<file path="config.mk">
export PLATFORM = sky130hd
export DESIGN_NAME = uefc_top
export DESIGN_NICKNAME = d
export VERILOG_FILES = /design/src/uefc_pkg.sv /design/src/uefc_fifo_ptr.sv /design/src/uefc_top.sv
export SDC_FILE = /design/constraint.sdc
export NUM_CORES = 2
export LEC_CHECK = 0
export BUFFER_PORTS_ARGS = -buffer_cell sky130_fd_sc_hd__buf_2
export CAP_MARGIN = 40
export CORE_ASPECT_RATIO = 2
export CORE_MARGIN = 2
export CORE_UTILIZATION = 44
export CTS_CLUSTER_SIZE = 30
export DETAILED_ROUTE_END_ITERATION = 10
export PLACE_DENSITY = 0.56
export REMOVE_ABC_BUFFERS = 1
export SLEW_MARGIN = 20
export SYNTH_ARGS = -nofsm -noshare
export SYNTH_HDL_FRONTEND = slang
export SYNTH_HIERARCHICAL = 1
export SYNTH_SLANG_ARGS = --single-unit
</file>
<file path="constraint.sdc">
create_clock -name clock -period 9.6 [get_ports clock]
set_clock_uncertainty 0.05 [all_clocks]
set_input_delay 1.92 -clock clock [delete_from_list [all_inputs] [get_ports clock]]
set_output_delay 1.92 -clock clock [all_outputs]
set_load 0.01 [all_outputs]
</file>
<file path="src/uefc_pkg.sv">
// Constants and carrier types shared by the USB endpoint FIFO controller.
package uefc_pkg;

  // ****************************************************************
  // Sizes
  // ****************************************************************
  localparam int NFIFO = 4;
  localparam int AW = 11;
  localparam int CW = 12;
  localparam int NRAM = 7;
  localparam int LARGE_IDX = 3;
  localparam logic [CW-1:0] CAP_SMALL = 12'h040;
  localparam logic [CW-1:0] CAP_LARGE = 12'h800;
  localparam logic [CW-1:0] SETUP_LEN = 12'h008;
  localparam logic [NFIFO-1:0] TX_ISO_OK = 4'h8;
  localparam logic [NFIFO-1:0] RX_ISO_OK = 4'h8;

  // ****************************************************************
  // Register map
  // ****************************************************************
  localparam logic [11:0] OFS_STAT = 12'h000;
  localparam logic [11:0] OFS_MASK = 12'h004;
  localparam logic [11:0] OFS_FLAGS = 12'h008;
  localparam logic [6:0] OFS_CAP_PAGE = 7'h01;
  localparam int NEV = 10;
  localparam int EV_RX = 0;
  localparam int EV_TX = 4;
  localparam int EV_SETUP = 8;
  localparam int EV_ISO = 9;

  // ****************************************************************
  // Carrier types
  // ****************************************************************
  typedef struct packed {
    logic wr;
    logic cmt;
    logic wrw;
    logic rd;
    logic rel;
    logic rrw;
  } uefc_ctl_t;

  typedef struct packed {
    logic [AW-1:0] wr_addr;
    logic [AW-1:0] rd_addr;
    logic full;
    logic empty;
    logic set_rdy;
    logic rd_end;
    logic cmt_ok;
    logic [CW-1:0] wr_cnt;
  } uefc_stat_t;

endpackage : uefc_pkg

</file>
<file path="src/uefc_fifo_ptr.sv">
// Pointer, fill count and data-set tracking for one endpoint FIFO.
`timescale 1ns/10ps
module uefc_fifo_ptr #(
  parameter int LEVELS = 1
)
(
  // Clock and reset.
  input wire logic clock,
  input wire logic rst,
  // Programmed capacity in bytes.
  input wire logic [uefc_pkg::CW-1:0] cap,
  // Requests in, state out.
  input wire uefc_pkg::uefc_ctl_t ctl,
  output uefc_pkg::uefc_stat_t st
);
  import uefc_pkg::*;

  logic [AW-1:0] wr_ptr_q, wr_start_q, rd_ptr_q, rd_start_q;
  logic [CW-1:0] used_q, wr_cnt_q, rd_cnt_q;
  logic [CW-1:0] len_q [2];
  logic [1:0] sets_q;
  logic hd_q;

  function automatic logic [AW-1:0] wrap_add(input logic [AW-1:0] a,
                                             input logic [CW-1:0] n,
                                             input logic [CW-1:0] c);
    logic [CW:0] s;
    s = {2'b00, a} + {1'b0, n};
    wrap_add = (s >= {1'b0, c}) ? AW'(s - {1'b0, c}) : AW'(s);
  endfunction : wrap_add

  wire logic [CW-1:0] head_len = len_q[hd_q];
  wire logic sets_max = (sets_q == 2'(LEVELS));
  wire logic full = (used_q >= cap) || sets_max;
  wire logic set_rdy = (sets_q != 2'b00);
  // With no set held there is nothing to have finished, so the end flag stays low.
  wire logic rd_end = set_rdy && (rd_cnt_q == head_len);
  wire logic do_wrw = ctl.wrw;
  wire logic do_cmt = ctl.cmt && !do_wrw && !sets_max;
  wire logic do_wr = ctl.wr && !do_wrw && !ctl.cmt && !full;
  wire logic do_rrw = ctl.rrw;
  wire logic do_rel = ctl.rel && !do_rrw && set_rdy;
  wire logic do_rd = ctl.rd && !do_rrw && !ctl.rel && set_rdy && !rd_end;
  wire logic tail = hd_q ^ set_rdy;
  wire logic [CW-1:0] used_d = used_q + CW'(do_wr) - (do_wrw ? wr_cnt_q : '0)
                               - (do_rel ? head_len : '0);
  wire logic [1:0] sets_d = sets_q + 2'(do_cmt) - 2'(do_rel);

  assign st = '{wr_addr: wr_ptr_q, rd_addr: rd_ptr_q, full: full,
                empty: (used_q == '0), set_rdy: set_rdy, rd_end: rd_end,
                cmt_ok: !do_wrw && !sets_max, wr_cnt: wr_cnt_q};

  // ****************************************************************
  // Write side
  // ****************************************************************
  always_ff @(posedge clock or posedge rst)
  begin
    if (rst)
    begin
      wr_ptr_q <= '0;
      wr_start_q <= '0;
      wr_cnt_q <= '0;
      used_q <= '0;
      sets_q <= '0;
      len_q <= '{default: '0};
    end
    else
    begin
      used_q <= used_d;
      sets_q <= sets_d;
      if (do_wrw)
      begin
        wr_ptr_q <= wr_start_q;
        wr_cnt_q <= '0;
      end
      else if (do_cmt)
      begin
        wr_start_q <= wr_ptr_q;
        wr_cnt_q <= '0;
        len_q[tail] <= wr_cnt_q;
      end
      else if (do_wr)
      begin
        wr_ptr_q <= wrap_add(wr_ptr_q, CW'(1), cap);
        wr_cnt_q <= wr_cnt_q + CW'(1);
      end
    end
  end

  // ****************************************************************
  // Read side
  // ****************************************************************
  always_ff @(posedge clock or posedge rst)
  begin
    if (rst)
    begin
      rd_ptr_q <= '0;
      rd_start_q <= '0;
      rd_cnt_q <= '0;
      hd_q <= 1'b0;
    end
    else if (do_rrw)
    begin
      rd_ptr_q <= rd_start_q;
      rd_cnt_q <= '0;
    end
    else if (do_rel)
    begin
      rd_start_q <= wrap_add(rd_start_q, head_len, cap);
      rd_ptr_q <= wrap_add(rd_start_q, head_len, cap);
      rd_cnt_q <= '0;
      hd_q <= (LEVELS > 1) ? ~hd_q : 1'b0;
    end
    else if (do_rd)
    begin
      rd_ptr_q <= wrap_add(rd_ptr_q, CW'(1), cap);
      rd_cnt_q <= rd_cnt_q + CW'(1);
    end
  end
endmodule : uefc_fifo_ptr

</file>
<file path="src/uefc_top.sv">
// Endpoint FIFO controller: pointer units, RAM strobes, app port and APB.
`timescale 1ns/10ps

// Overview of operation
// Eight endpoint FIFOs are kept, four transmitting toward the host and four receiving.
// Transmit FIFOs serve endpoints 0,5,6,7 and receive 0,1,2,3, capacity 64 or 2K on 7 and 3.
// Transmit FIFOs of endpoints 5 and 6 refuse isochronous traffic.
// Transmit endpoint 7 takes every transfer type with capacity up to 2K bytes.
// Receive endpoint 3 takes isochronous data, endpoints 1 and 2 take bulk only.
// Endpoints 3 and 7 hold up to two data sets of independent sizes.
// Each FIFO keeps full and empty flags matching its fill state.
// Each FIFO can resend or re-receive its current data set.
// All FIFO work is done here, with a parallel byte port for the application.
// A resend or re-receive returns to the set's first byte and leaves other sets alone.
// A four-bit packet-available output is high while a receive FIFO holds a committed data set.
// The application's low-active strobe qualifies write data and read data.
// One low-active write strobe per transmit RAM, seven, with shared address and data.
// A setup-available flag rises once eight setup bytes have been received.
module uefc_top (
  // Clock and reset.
  input wire logic clock,
  input wire logic rst,
  // APB register port.
  input wire logic [11:0] paddr,
  input wire logic psel,
  input wire logic penable,
  input wire logic pwrite,
  input wire logic [31:0] pwdata,
  output logic [31:0] prdata,
  output logic pready,
  output logic pslverr,
  output logic irq,
  // Application byte port.
  input wire logic app_strobe_n,
  input wire logic app_dir_wr,
  input wire logic app_commit,
  input wire logic [1:0] app_ep,
  input wire logic [7:0] app_write_byte,
  output logic [7:0] app_read_byte,
  output logic [uefc_pkg::NFIFO-1:0] pkt_rdy,
  output logic setup_rdy,
  // Serial engine, transmit direction.
  input wire logic sie_tx_rd,
  input wire logic sie_tx_ack,
  input wire logic sie_tx_retry,
  input wire logic sie_tx_iso,
  input wire logic [1:0] sie_tx_ep,
  output logic [7:0] sie_tx_data,
  output logic [uefc_pkg::NFIFO-1:0] sie_tx_rdy,
  output logic [uefc_pkg::NFIFO-1:0] sie_tx_end,
  // Serial engine, receive direction.
  input wire logic sie_rx_wr,
  input wire logic sie_rx_good,
  input wire logic sie_rx_bad,
  input wire logic sie_rx_iso,
  input wire logic sie_rx_setup,
  input wire logic [1:0] sie_rx_ep,
  input wire logic [7:0] sie_rx_data,
  output logic [uefc_pkg::NFIFO-1:0] sie_rx_full,
  // Transmit RAMs.
  input wire logic [7:0] trx_out_data,
  output logic [7:0] trx_in_data,
  output logic [2:0] trx_sel,
  output logic [uefc_pkg::AW-1:0] trx_wr_ptr,
  output logic [uefc_pkg::AW-1:0] trx_rd_ptr,
  output logic [uefc_pkg::NRAM-1:0] trx_wrb,
  // Receive RAMs.
  input wire logic [7:0] rcv_out_data,
  output logic [7:0] rcv_in_data,
  output logic [2:0] rcv_sel,
  output logic [uefc_pkg::AW-1:0] rcv_wr_ptr,
  output logic [uefc_pkg::AW-1:0] rcv_rd_ptr,
  output logic [uefc_pkg::NRAM-1:0] rcv_wrb
);
  import uefc_pkg::*;

  // ****************************************************************
  // Decoding helpers
  // ****************************************************************
  function automatic logic ep_hit(input logic [1:0] ep, input int i);
    ep_hit = (ep == 2'(i));
  endfunction : ep_hit

  function automatic logic [CW-1:0] cap_max(input logic [2:0] k);
    cap_max = (k[1:0] == 2'(LARGE_IDX)) ? CAP_LARGE : CAP_SMALL;
  endfunction : cap_max

  uefc_ctl_t tx_ctl [NFIFO];
  uefc_ctl_t rx_ctl [NFIFO];
  uefc_stat_t tx_st [NFIFO];
  uefc_stat_t rx_st [NFIFO];
  logic [CW-1:0] cap_q [2*NFIFO];
  logic [NFIFO-1:0] tx_wr_ok, rx_wr_ok, rx_cmt_ev, tx_rel_ev, rx_rdy, tx_rdy;
  logic [NFIFO-1:0] tx_end, rx_full, tx_full, rx_empty, tx_empty;
  logic [NEV-1:0] status_q, mask_q;
  logic [31:0] prdata_q;
  logic pready_q, pslverr_q, irq_q, strobe_prev_q, setup_rdy_q;
  logic [7:0] app_read_byte_q, sie_tx_data_q, trx_in_data_q, rcv_in_data_q;
  logic [NFIFO-1:0] pkt_rdy_q, sie_tx_rdy_q, sie_tx_end_q, sie_rx_full_q;
  logic [2:0] trx_sel_q, rcv_sel_q;
  logic [AW-1:0] trx_wr_ptr_q, trx_rd_ptr_q, rcv_wr_ptr_q, rcv_rd_ptr_q;
  logic [NRAM-1:0] trx_wrb_q, rcv_wrb_q;

  // ****************************************************************
  // Application port decode
  // ****************************************************************
  // One access per low period of the strobe; a long low phase is not repeated.
  wire logic app_fall = !app_strobe_n && strobe_prev_q;
  wire logic app_wr = app_fall && app_dir_wr && !app_commit;
  wire logic app_wcmt = app_fall && app_dir_wr && app_commit;
  wire logic app_rd = app_fall && !app_dir_wr && !app_commit;
  wire logic app_rel = app_fall && !app_dir_wr && app_commit;
  wire logic rx_byte = sie_rx_wr && !sie_rx_good && !sie_rx_bad;
  wire logic tx_iso_bad = sie_tx_iso && !TX_ISO_OK[sie_tx_ep];
  wire logic rx_iso_bad = sie_rx_iso && !RX_ISO_OK[sie_rx_ep];
  wire logic iso_ev = (tx_iso_bad && (sie_tx_rd || sie_tx_ack))
                      || (rx_iso_bad && (sie_rx_wr || sie_rx_good));
  wire logic setup_ev = rx_cmt_ev[0] && sie_rx_setup
                        && (rx_st[0].wr_cnt == SETUP_LEN);
  wire logic [NEV-1:0] ev = {iso_ev, setup_ev, tx_rel_ev, rx_cmt_ev};

  // ****************************************************************
  // Endpoint FIFOs
  // ****************************************************************
  for (genvar i = 0; i < NFIFO; i++)
  begin : g_fifo
    localparam int LV = (i == LARGE_IDX) ? 2 : 1;
    wire logic tx_ok = !sie_tx_iso || TX_ISO_OK[i];
    wire logic rx_ok = !sie_rx_iso || RX_ISO_OK[i];
    wire logic ta = ep_hit(app_ep, i);
    wire logic ts = ep_hit(sie_tx_ep, i) && tx_ok;
    wire logic rs = ep_hit(sie_rx_ep, i) && rx_ok;

    assign tx_ctl[i] = '{wr: app_wr && ta, cmt: app_wcmt && ta, wrw: 1'b0,
                         rd: sie_tx_rd && ts, rel: sie_tx_ack && ts,
                         rrw: sie_tx_retry && ts};
    assign rx_ctl[i] = '{wr: rx_byte && rs, cmt: sie_rx_good && rs,
                         wrw: sie_rx_bad && rs, rd: app_rd && ta,
                         rel: app_rel && ta, rrw: 1'b0};
    assign tx_wr_ok[i] = tx_ctl[i].wr && !tx_st[i].full;
    assign rx_wr_ok[i] = rx_ctl[i].wr && !rx_st[i].full;
    assign rx_cmt_ev[i] = rx_ctl[i].cmt && rx_st[i].cmt_ok;
    assign tx_rel_ev[i] = tx_ctl[i].rel && tx_st[i].set_rdy;
    assign rx_rdy[i] = rx_st[i].set_rdy;
    assign tx_rdy[i] = tx_st[i].set_rdy;
    assign tx_end[i] = tx_st[i].rd_end;
    assign rx_full[i] = rx_st[i].full;
    assign tx_full[i] = tx_st[i].full;
    assign rx_empty[i] = rx_st[i].empty;
    assign tx_empty[i] = tx_st[i].empty;

    uefc_fifo_ptr #(.LEVELS(LV)) u_tx (
      .clock(clock),
      .rst(rst),
      .cap(cap_q[i]),
      .ctl(tx_ctl[i]),
      .st(tx_st[i])
    );

    uefc_fifo_ptr #(.LEVELS(LV)) u_rx (
      .clock(clock),
      .rst(rst),
      .cap(cap_q[NFIFO+i]),
      .ctl(rx_ctl[i]),
      .st(rx_st[i])
    );
  end

  // ****************************************************************
  // RAM ports
  // ****************************************************************
  // Addresses are registered together with the strobe, so the RAM sees
  // the byte's own slot before the pointer moved on.
  always_ff @(posedge clock or posedge rst)
  begin
    if (rst)
    begin
      trx_wrb_q <= '1;
      trx_wr_ptr_q <= '0;
      trx_in_data_q <= '0;
      trx_rd_ptr_q <= '0;
      trx_sel_q <= '0;
    end
    else
    begin
      trx_wrb_q <= ~NRAM'(tx_wr_ok);
      trx_wr_ptr_q <= tx_st[app_ep].wr_addr;
      trx_in_data_q <= app_write_byte;
      trx_rd_ptr_q <= tx_st[sie_tx_ep].rd_addr;
      trx_sel_q <= {1'b0, sie_tx_ep};
    end
  end

  always_ff @(posedge clock or posedge rst)
  begin
    if (rst)
    begin
      rcv_wrb_q <= '1;
      rcv_wr_ptr_q <= '0;
      rcv_in_data_q <= '0;
      rcv_rd_ptr_q <= '0;
      rcv_sel_q <= '0;
    end
    else
    begin
      rcv_wrb_q <= ~NRAM'(rx_wr_ok);
      rcv_wr_ptr_q <= rx_st[sie_rx_ep].wr_addr;
      rcv_in_data_q <= sie_rx_data;
      rcv_rd_ptr_q <= rx_st[app_ep].rd_addr;
      rcv_sel_q <= {1'b0, app_ep};
    end
  end

  // ****************************************************************
  // Data and flag outputs
  // ****************************************************************
  always_ff @(posedge clock or posedge rst)
  begin
    if (rst)
    begin
      strobe_prev_q <= 1'b1;
      app_read_byte_q <= '0;
      sie_tx_data_q <= '0;
    end
    else
    begin
      strobe_prev_q <= app_strobe_n;
      if (app_rd)
        app_read_byte_q <= rcv_out_data;
      if (sie_tx_rd)
        sie_tx_data_q <= trx_out_data;
    end
  end

  always_ff @(posedge clock or posedge rst)
  begin
    if (rst)
    begin
      pkt_rdy_q <= '0;
      sie_tx_rdy_q <= '0;
      sie_tx_end_q <= '0;
      sie_rx_full_q <= '0;
      setup_rdy_q <= 1'b0;
    end
    else
    begin
      pkt_rdy_q <= rx_rdy;
      sie_tx_rdy_q <= tx_rdy;
      sie_tx_end_q <= tx_end;
      sie_rx_full_q <= rx_full;
      setup_rdy_q <= setup_ev || (setup_rdy_q && !rx_ctl[0].rel);
    end
  end

  // ****************************************************************
  // APB registers
  // ****************************************************************
  // One wait state on every access gives the read mux a full cycle.
  wire logic apb_acc = psel && penable && !pready_q;
  wire logic apb_wr = psel && penable && pready_q && pwrite;
  wire logic cap_hit = (paddr[11:5] == OFS_CAP_PAGE) && (paddr[1:0] == 2'b00);
  wire logic [2:0] cap_idx = paddr[4:2];
  wire logic reg_hit = cap_hit || (paddr == OFS_STAT) || (paddr == OFS_MASK)
                       || (paddr == OFS_FLAGS);
  wire logic [CW-1:0] cap_wv = pwdata[CW-1:0];
  wire logic [CW-1:0] cap_d = (cap_wv == '0 || cap_wv > cap_max(cap_idx))
                              ? cap_max(cap_idx) : cap_wv;
  wire logic [NEV-1:0] w1c = (apb_wr && paddr == OFS_STAT) ? pwdata[NEV-1:0] : '0;
  wire logic [31:0] rd_mux = (paddr == OFS_STAT) ? 32'(status_q)
                           : (paddr == OFS_MASK) ? 32'(mask_q)
                           : (paddr == OFS_FLAGS) ? {16'h0000, rx_empty, tx_empty,
                                                     rx_full, tx_full}
                           : cap_hit ? 32'(cap_q[cap_idx]) : 32'h0000_0000;

  always_ff @(posedge clock or posedge rst)
  begin
    if (rst)
    begin
      pready_q <= 1'b0;
      pslverr_q <= 1'b0;
      prdata_q <= '0;
    end
    else
    begin
      pready_q <= apb_acc;
      pslverr_q <= apb_acc && !reg_hit;
      prdata_q <= (apb_acc && !pwrite) ? rd_mux : '0;
    end
  end

  always_ff @(posedge clock or posedge rst)
  begin
    if (rst)
    begin
      for (int k = 0; k < 2 * NFIFO; k++)
        cap_q[k] <= cap_max(3'(k));
      mask_q <= '0;
    end
    else
    begin
      if (apb_wr && cap_hit)
        cap_q[cap_idx] <= cap_d;
      if (apb_wr && paddr == OFS_MASK)
        mask_q <= pwdata[NEV-1:0];
    end
  end

  // ****************************************************************
  // Interrupt
  // ****************************************************************
  // A new event in the clearing cycle survives the write-one-to-clear.
  always_ff @(posedge clock or posedge rst)
  begin
    if (rst)
    begin
      status_q <= '0;
      irq_q <= 1'b0;
    end
    else
    begin
      status_q <= (status_q & ~w1c) | ev;
      irq_q <= |(status_q & mask_q);
    end
  end

  assign prdata = prdata_q;
  assign pready = pready_q;
  assign pslverr = pslverr_q;
  assign irq = irq_q;
  assign app_read_byte = app_read_byte_q;
  assign pkt_rdy = pkt_rdy_q;
  assign setup_rdy = setup_rdy_q;
  assign sie_tx_data = sie_tx_data_q;
  assign sie_tx_rdy = sie_tx_rdy_q;
  assign sie_tx_end = sie_tx_end_q;
  assign sie_rx_full = sie_rx_full_q;
  assign trx_in_data = trx_in_data_q;
  assign trx_sel = trx_sel_q;
  assign trx_wr_ptr = trx_wr_ptr_q;
  assign trx_rd_ptr = trx_rd_ptr_q;
  assign trx_wrb = trx_wrb_q;
  assign rcv_in_data = rcv_in_data_q;
  assign rcv_sel = rcv_sel_q;
  assign rcv_wr_ptr = rcv_wr_ptr_q;
  assign rcv_rd_ptr = rcv_rd_ptr_q;
  assign rcv_wrb = rcv_wrb_q;
endmodule : uefc_top

</file>
==> flow_summary.json <==
{
  "htreeDepth": 3,
  "finalHoldViolCount": 0,
  "via_count": 62900,
  "initial_core_util": 0.441,
  "post-route-period-util": 0.702,
  "cts_tree": "yes",
  "antenna_found_initial": 23,
  "hold_buffers": 0,
  "place.gp.congestion": 0.967,
  "drcViolationCount": 0,
  "crit_required_ns": 10.20,
  "worstSetupPathType": "in -> reg",
  "rsz0062_at_grt": "false",
  "max-vdd-ir-drop_mv": 0.171,
  "cp_slowest_cell": "or3b_2",
  "grtUsageTotal": 0.291,
  "pre_cts_slack_ns": 2.18,
  "tightestPinTransition_ns": 0.922,
  "clk_path_buf_depth": 3,
  "ant_nets": 0,
  "numCtsBuffers": 103,
  "avgSynthCellArea_um2": 9.45,
  "grt_start_max_net_pins": 62,
  "coreArea_um2": 173000,
  "die_x_um": 298,
  "via_per_inst": 5.93,
  "cts_resized": 0,
  "setup_ws_ns": 2.86,
  "ioPinCount": 247,
  "post_route_cells_drive_above_1_share": 0.124,
  "leakage_nw": 38.7,
  "first_pass_iters": 6,
  "setup_violations": 0,
  "worst_skew_pair.late_latency_ns": 0.75,
  "grt_pass1_vias": 64300,
  "area_delta_synth_final_pct": 9.73,
  "worstSetupStartpointType": "primary input",
  "fin_nets": 9131,
  "clk_pin_slew_ns": 0.07,
  "yosysWarningCount": 6,
  "cts_root_buf": "clkbuf_16",
  "post_drt_wl_per_cell_um": 24.6,
  "hp-class": "reg -> reg",
  "status": "complete, no violations",
  "final_util": 0.484,
  "die_h_um": 593,
  "cts_sinks": 1019,
  "path_cells": "buf_2 -> nand2b_1 -> or3b_2 -> nor2_1 -> and2b_2 -> nand2_1 -> buf_4 -> inv_1 -> nand2_1 -> fa_1 -> inv_1 -> fa_1 -> inv_1 -> ha_1 -> fa_1 -> a21o_1 -> a21oi_1 -> o21bai_1 -> a21oi_1 -> o21ai_0 -> a21o_1 -> a21oi_1 -> xnor2_1",
  "final.setup.tns_ns": 0,
  "maxCapViolCount": 0,
  "fill_cells": 16300,
  "powerDensity_nw_per_um2": 203,
  "dp_hpwl_mm": 208,
  "drv_slew": 0,
  "hold_slack_ns": 0.420,
  "worstPathArrival_ns": 7.34,
  "fmax_mhz": 148,
  "multi_input_area_um2": 48000,
  "post-cts-setup-buffers": 0,
  "cpPeakStageDelay_ns": 0.72,
  "period_minus_slack_ns": 6.74,
  "die-area_um2": 177000,
  "wl_mm": 261,
  "seq_area_um2": 25500,
  "grt_overflow": 0,
  "slew_headroom": 0.383,
  "num_rows": 216,
  "io_buffer_count": 202,
  "cp-end-kind": "register",
  "grt_first_pass_wirelength_mm": 390,
  "netlist_area_um2": 76200,
  "synth_cells": 8068,
  "critPathMaxFanout": 20,
  "drtIter0Drc": 3415
}
## critical path: cells and delay by family
kind | cells | cell delay (ns)
AND/OR/NAND/NOR | 6 | 1.68
AO/OA/AOI/OAI | 7 | 1.36
adder cells (fa/ha/maj) | 4 | 1.18
buffers and inverters | 5 | 1.03
XOR/XNOR | 1 | 0.13
## final timing paths
kind,endpoint,slack [ns],startpoint,cells past startpoint
worst max-delay path,g_fifo[3].u_rx/used_q[11]$_DFF_PP0_,2.86,app_strobe_n,23
worst min-delay path,app_read_byte[3]$_DFFE_PP0P_,0.42,app_read_byte[3]$_DFFE_PP0P_,2
worst max register to register,g_fifo[3].u_rx/used_q[11]$_DFF_PP0_,3.70,strobe_prev_q$_DFF_PP1_,22
worst min register to register,app_read_byte[3]$_DFFE_PP0P_,0.42,app_read_byte[3]$_DFFE_PP0P_,2
max in group asynchronous,rcv_wrb[1]$_DFF_PP1_,6.55,rst,6
min in group asynchronous,g_fifo[0].u_rx/wr_ptr_q[10]$_DFFE_PP0P_,1.37,rst,3
## power breakdown
group	internal, mW	switching (mW)	leakage, nW
Combinational	2.96	3.79	23.3
Clock	2.64	1.92	1.81
Sequential	4.82	0.881	13.6
## area by class of cell
class / instances / area share
multi-input combinational: 6408 / 0.573
sequential: 1019 / 0.305
clock buffer: 129 / 0.0344
tap: 2289 / 0.0342
timing repair buffer: 311 / 0.0252
inverter: 371 / 0.0170
clock inverter: 64 / 0.0104
antenna: 14 / 0.000419
## cell usage in the layout (no fill, tap or decap), types with 136 or more instances in the layout
| cell | n |
|---|---|
| nand3_1 | 218 |
| o21ai_0 | 443 |
| mux2i_1 | 161 |
| and3_1 | 155 |
| nand2_1 | 915 |
| xnor2_1 | 424 |
| nor3_1 | 136 |
| buf_2 | 203 |
| a21oi_1 | 383 |
| mux2_2 | 254 |
| inv_1 | 355 |
| ha_1 | 690 |
| nor2_1 | 515 |
| xor2_1 | 276 |
| dfrtp_1 | 1002 |
## through the flow
step | total power [mW] | cells | area [um2]
floorplan | 10.4 | 7798 | 74800
global route | 18.0 | 10600 | 83600
detailed placement | 12.4 | 10400 | 79700
finish | 17.0 | 10600 | 83600
global placement | 12.3 | 10400 | 79300
CTS | 17.1 | 10600 | 83500
## state kept, by name, indices dropped and copies added (netlist names), 48 cells and up
name / flops
g_fifo.u_tx/rd_cnt_q: 48
g_fifo.u_rx/len_q: 60
g_fifo.u_rx/used_q: 48
g_fifo.u_tx/used_q: 48
g_fifo.u_tx/len_q: 60
g_fifo.u_tx/wr_cnt_q: 48
g_fifo.u_rx/wr_cnt_q: 48
g_fifo.u_rx/rd_cnt_q: 48
cap_q: 96
## routing by layer
layer	up-vias	track usage	share of wire
li1	29100	-	-
met1	31000	0.285	0.34
met2	1913	0.546	0.52
met3	807	0.0390	0.047
met4	16	0.230	0.093
met5	-	0	0.00038
Power figures use the tool's default switching activity.
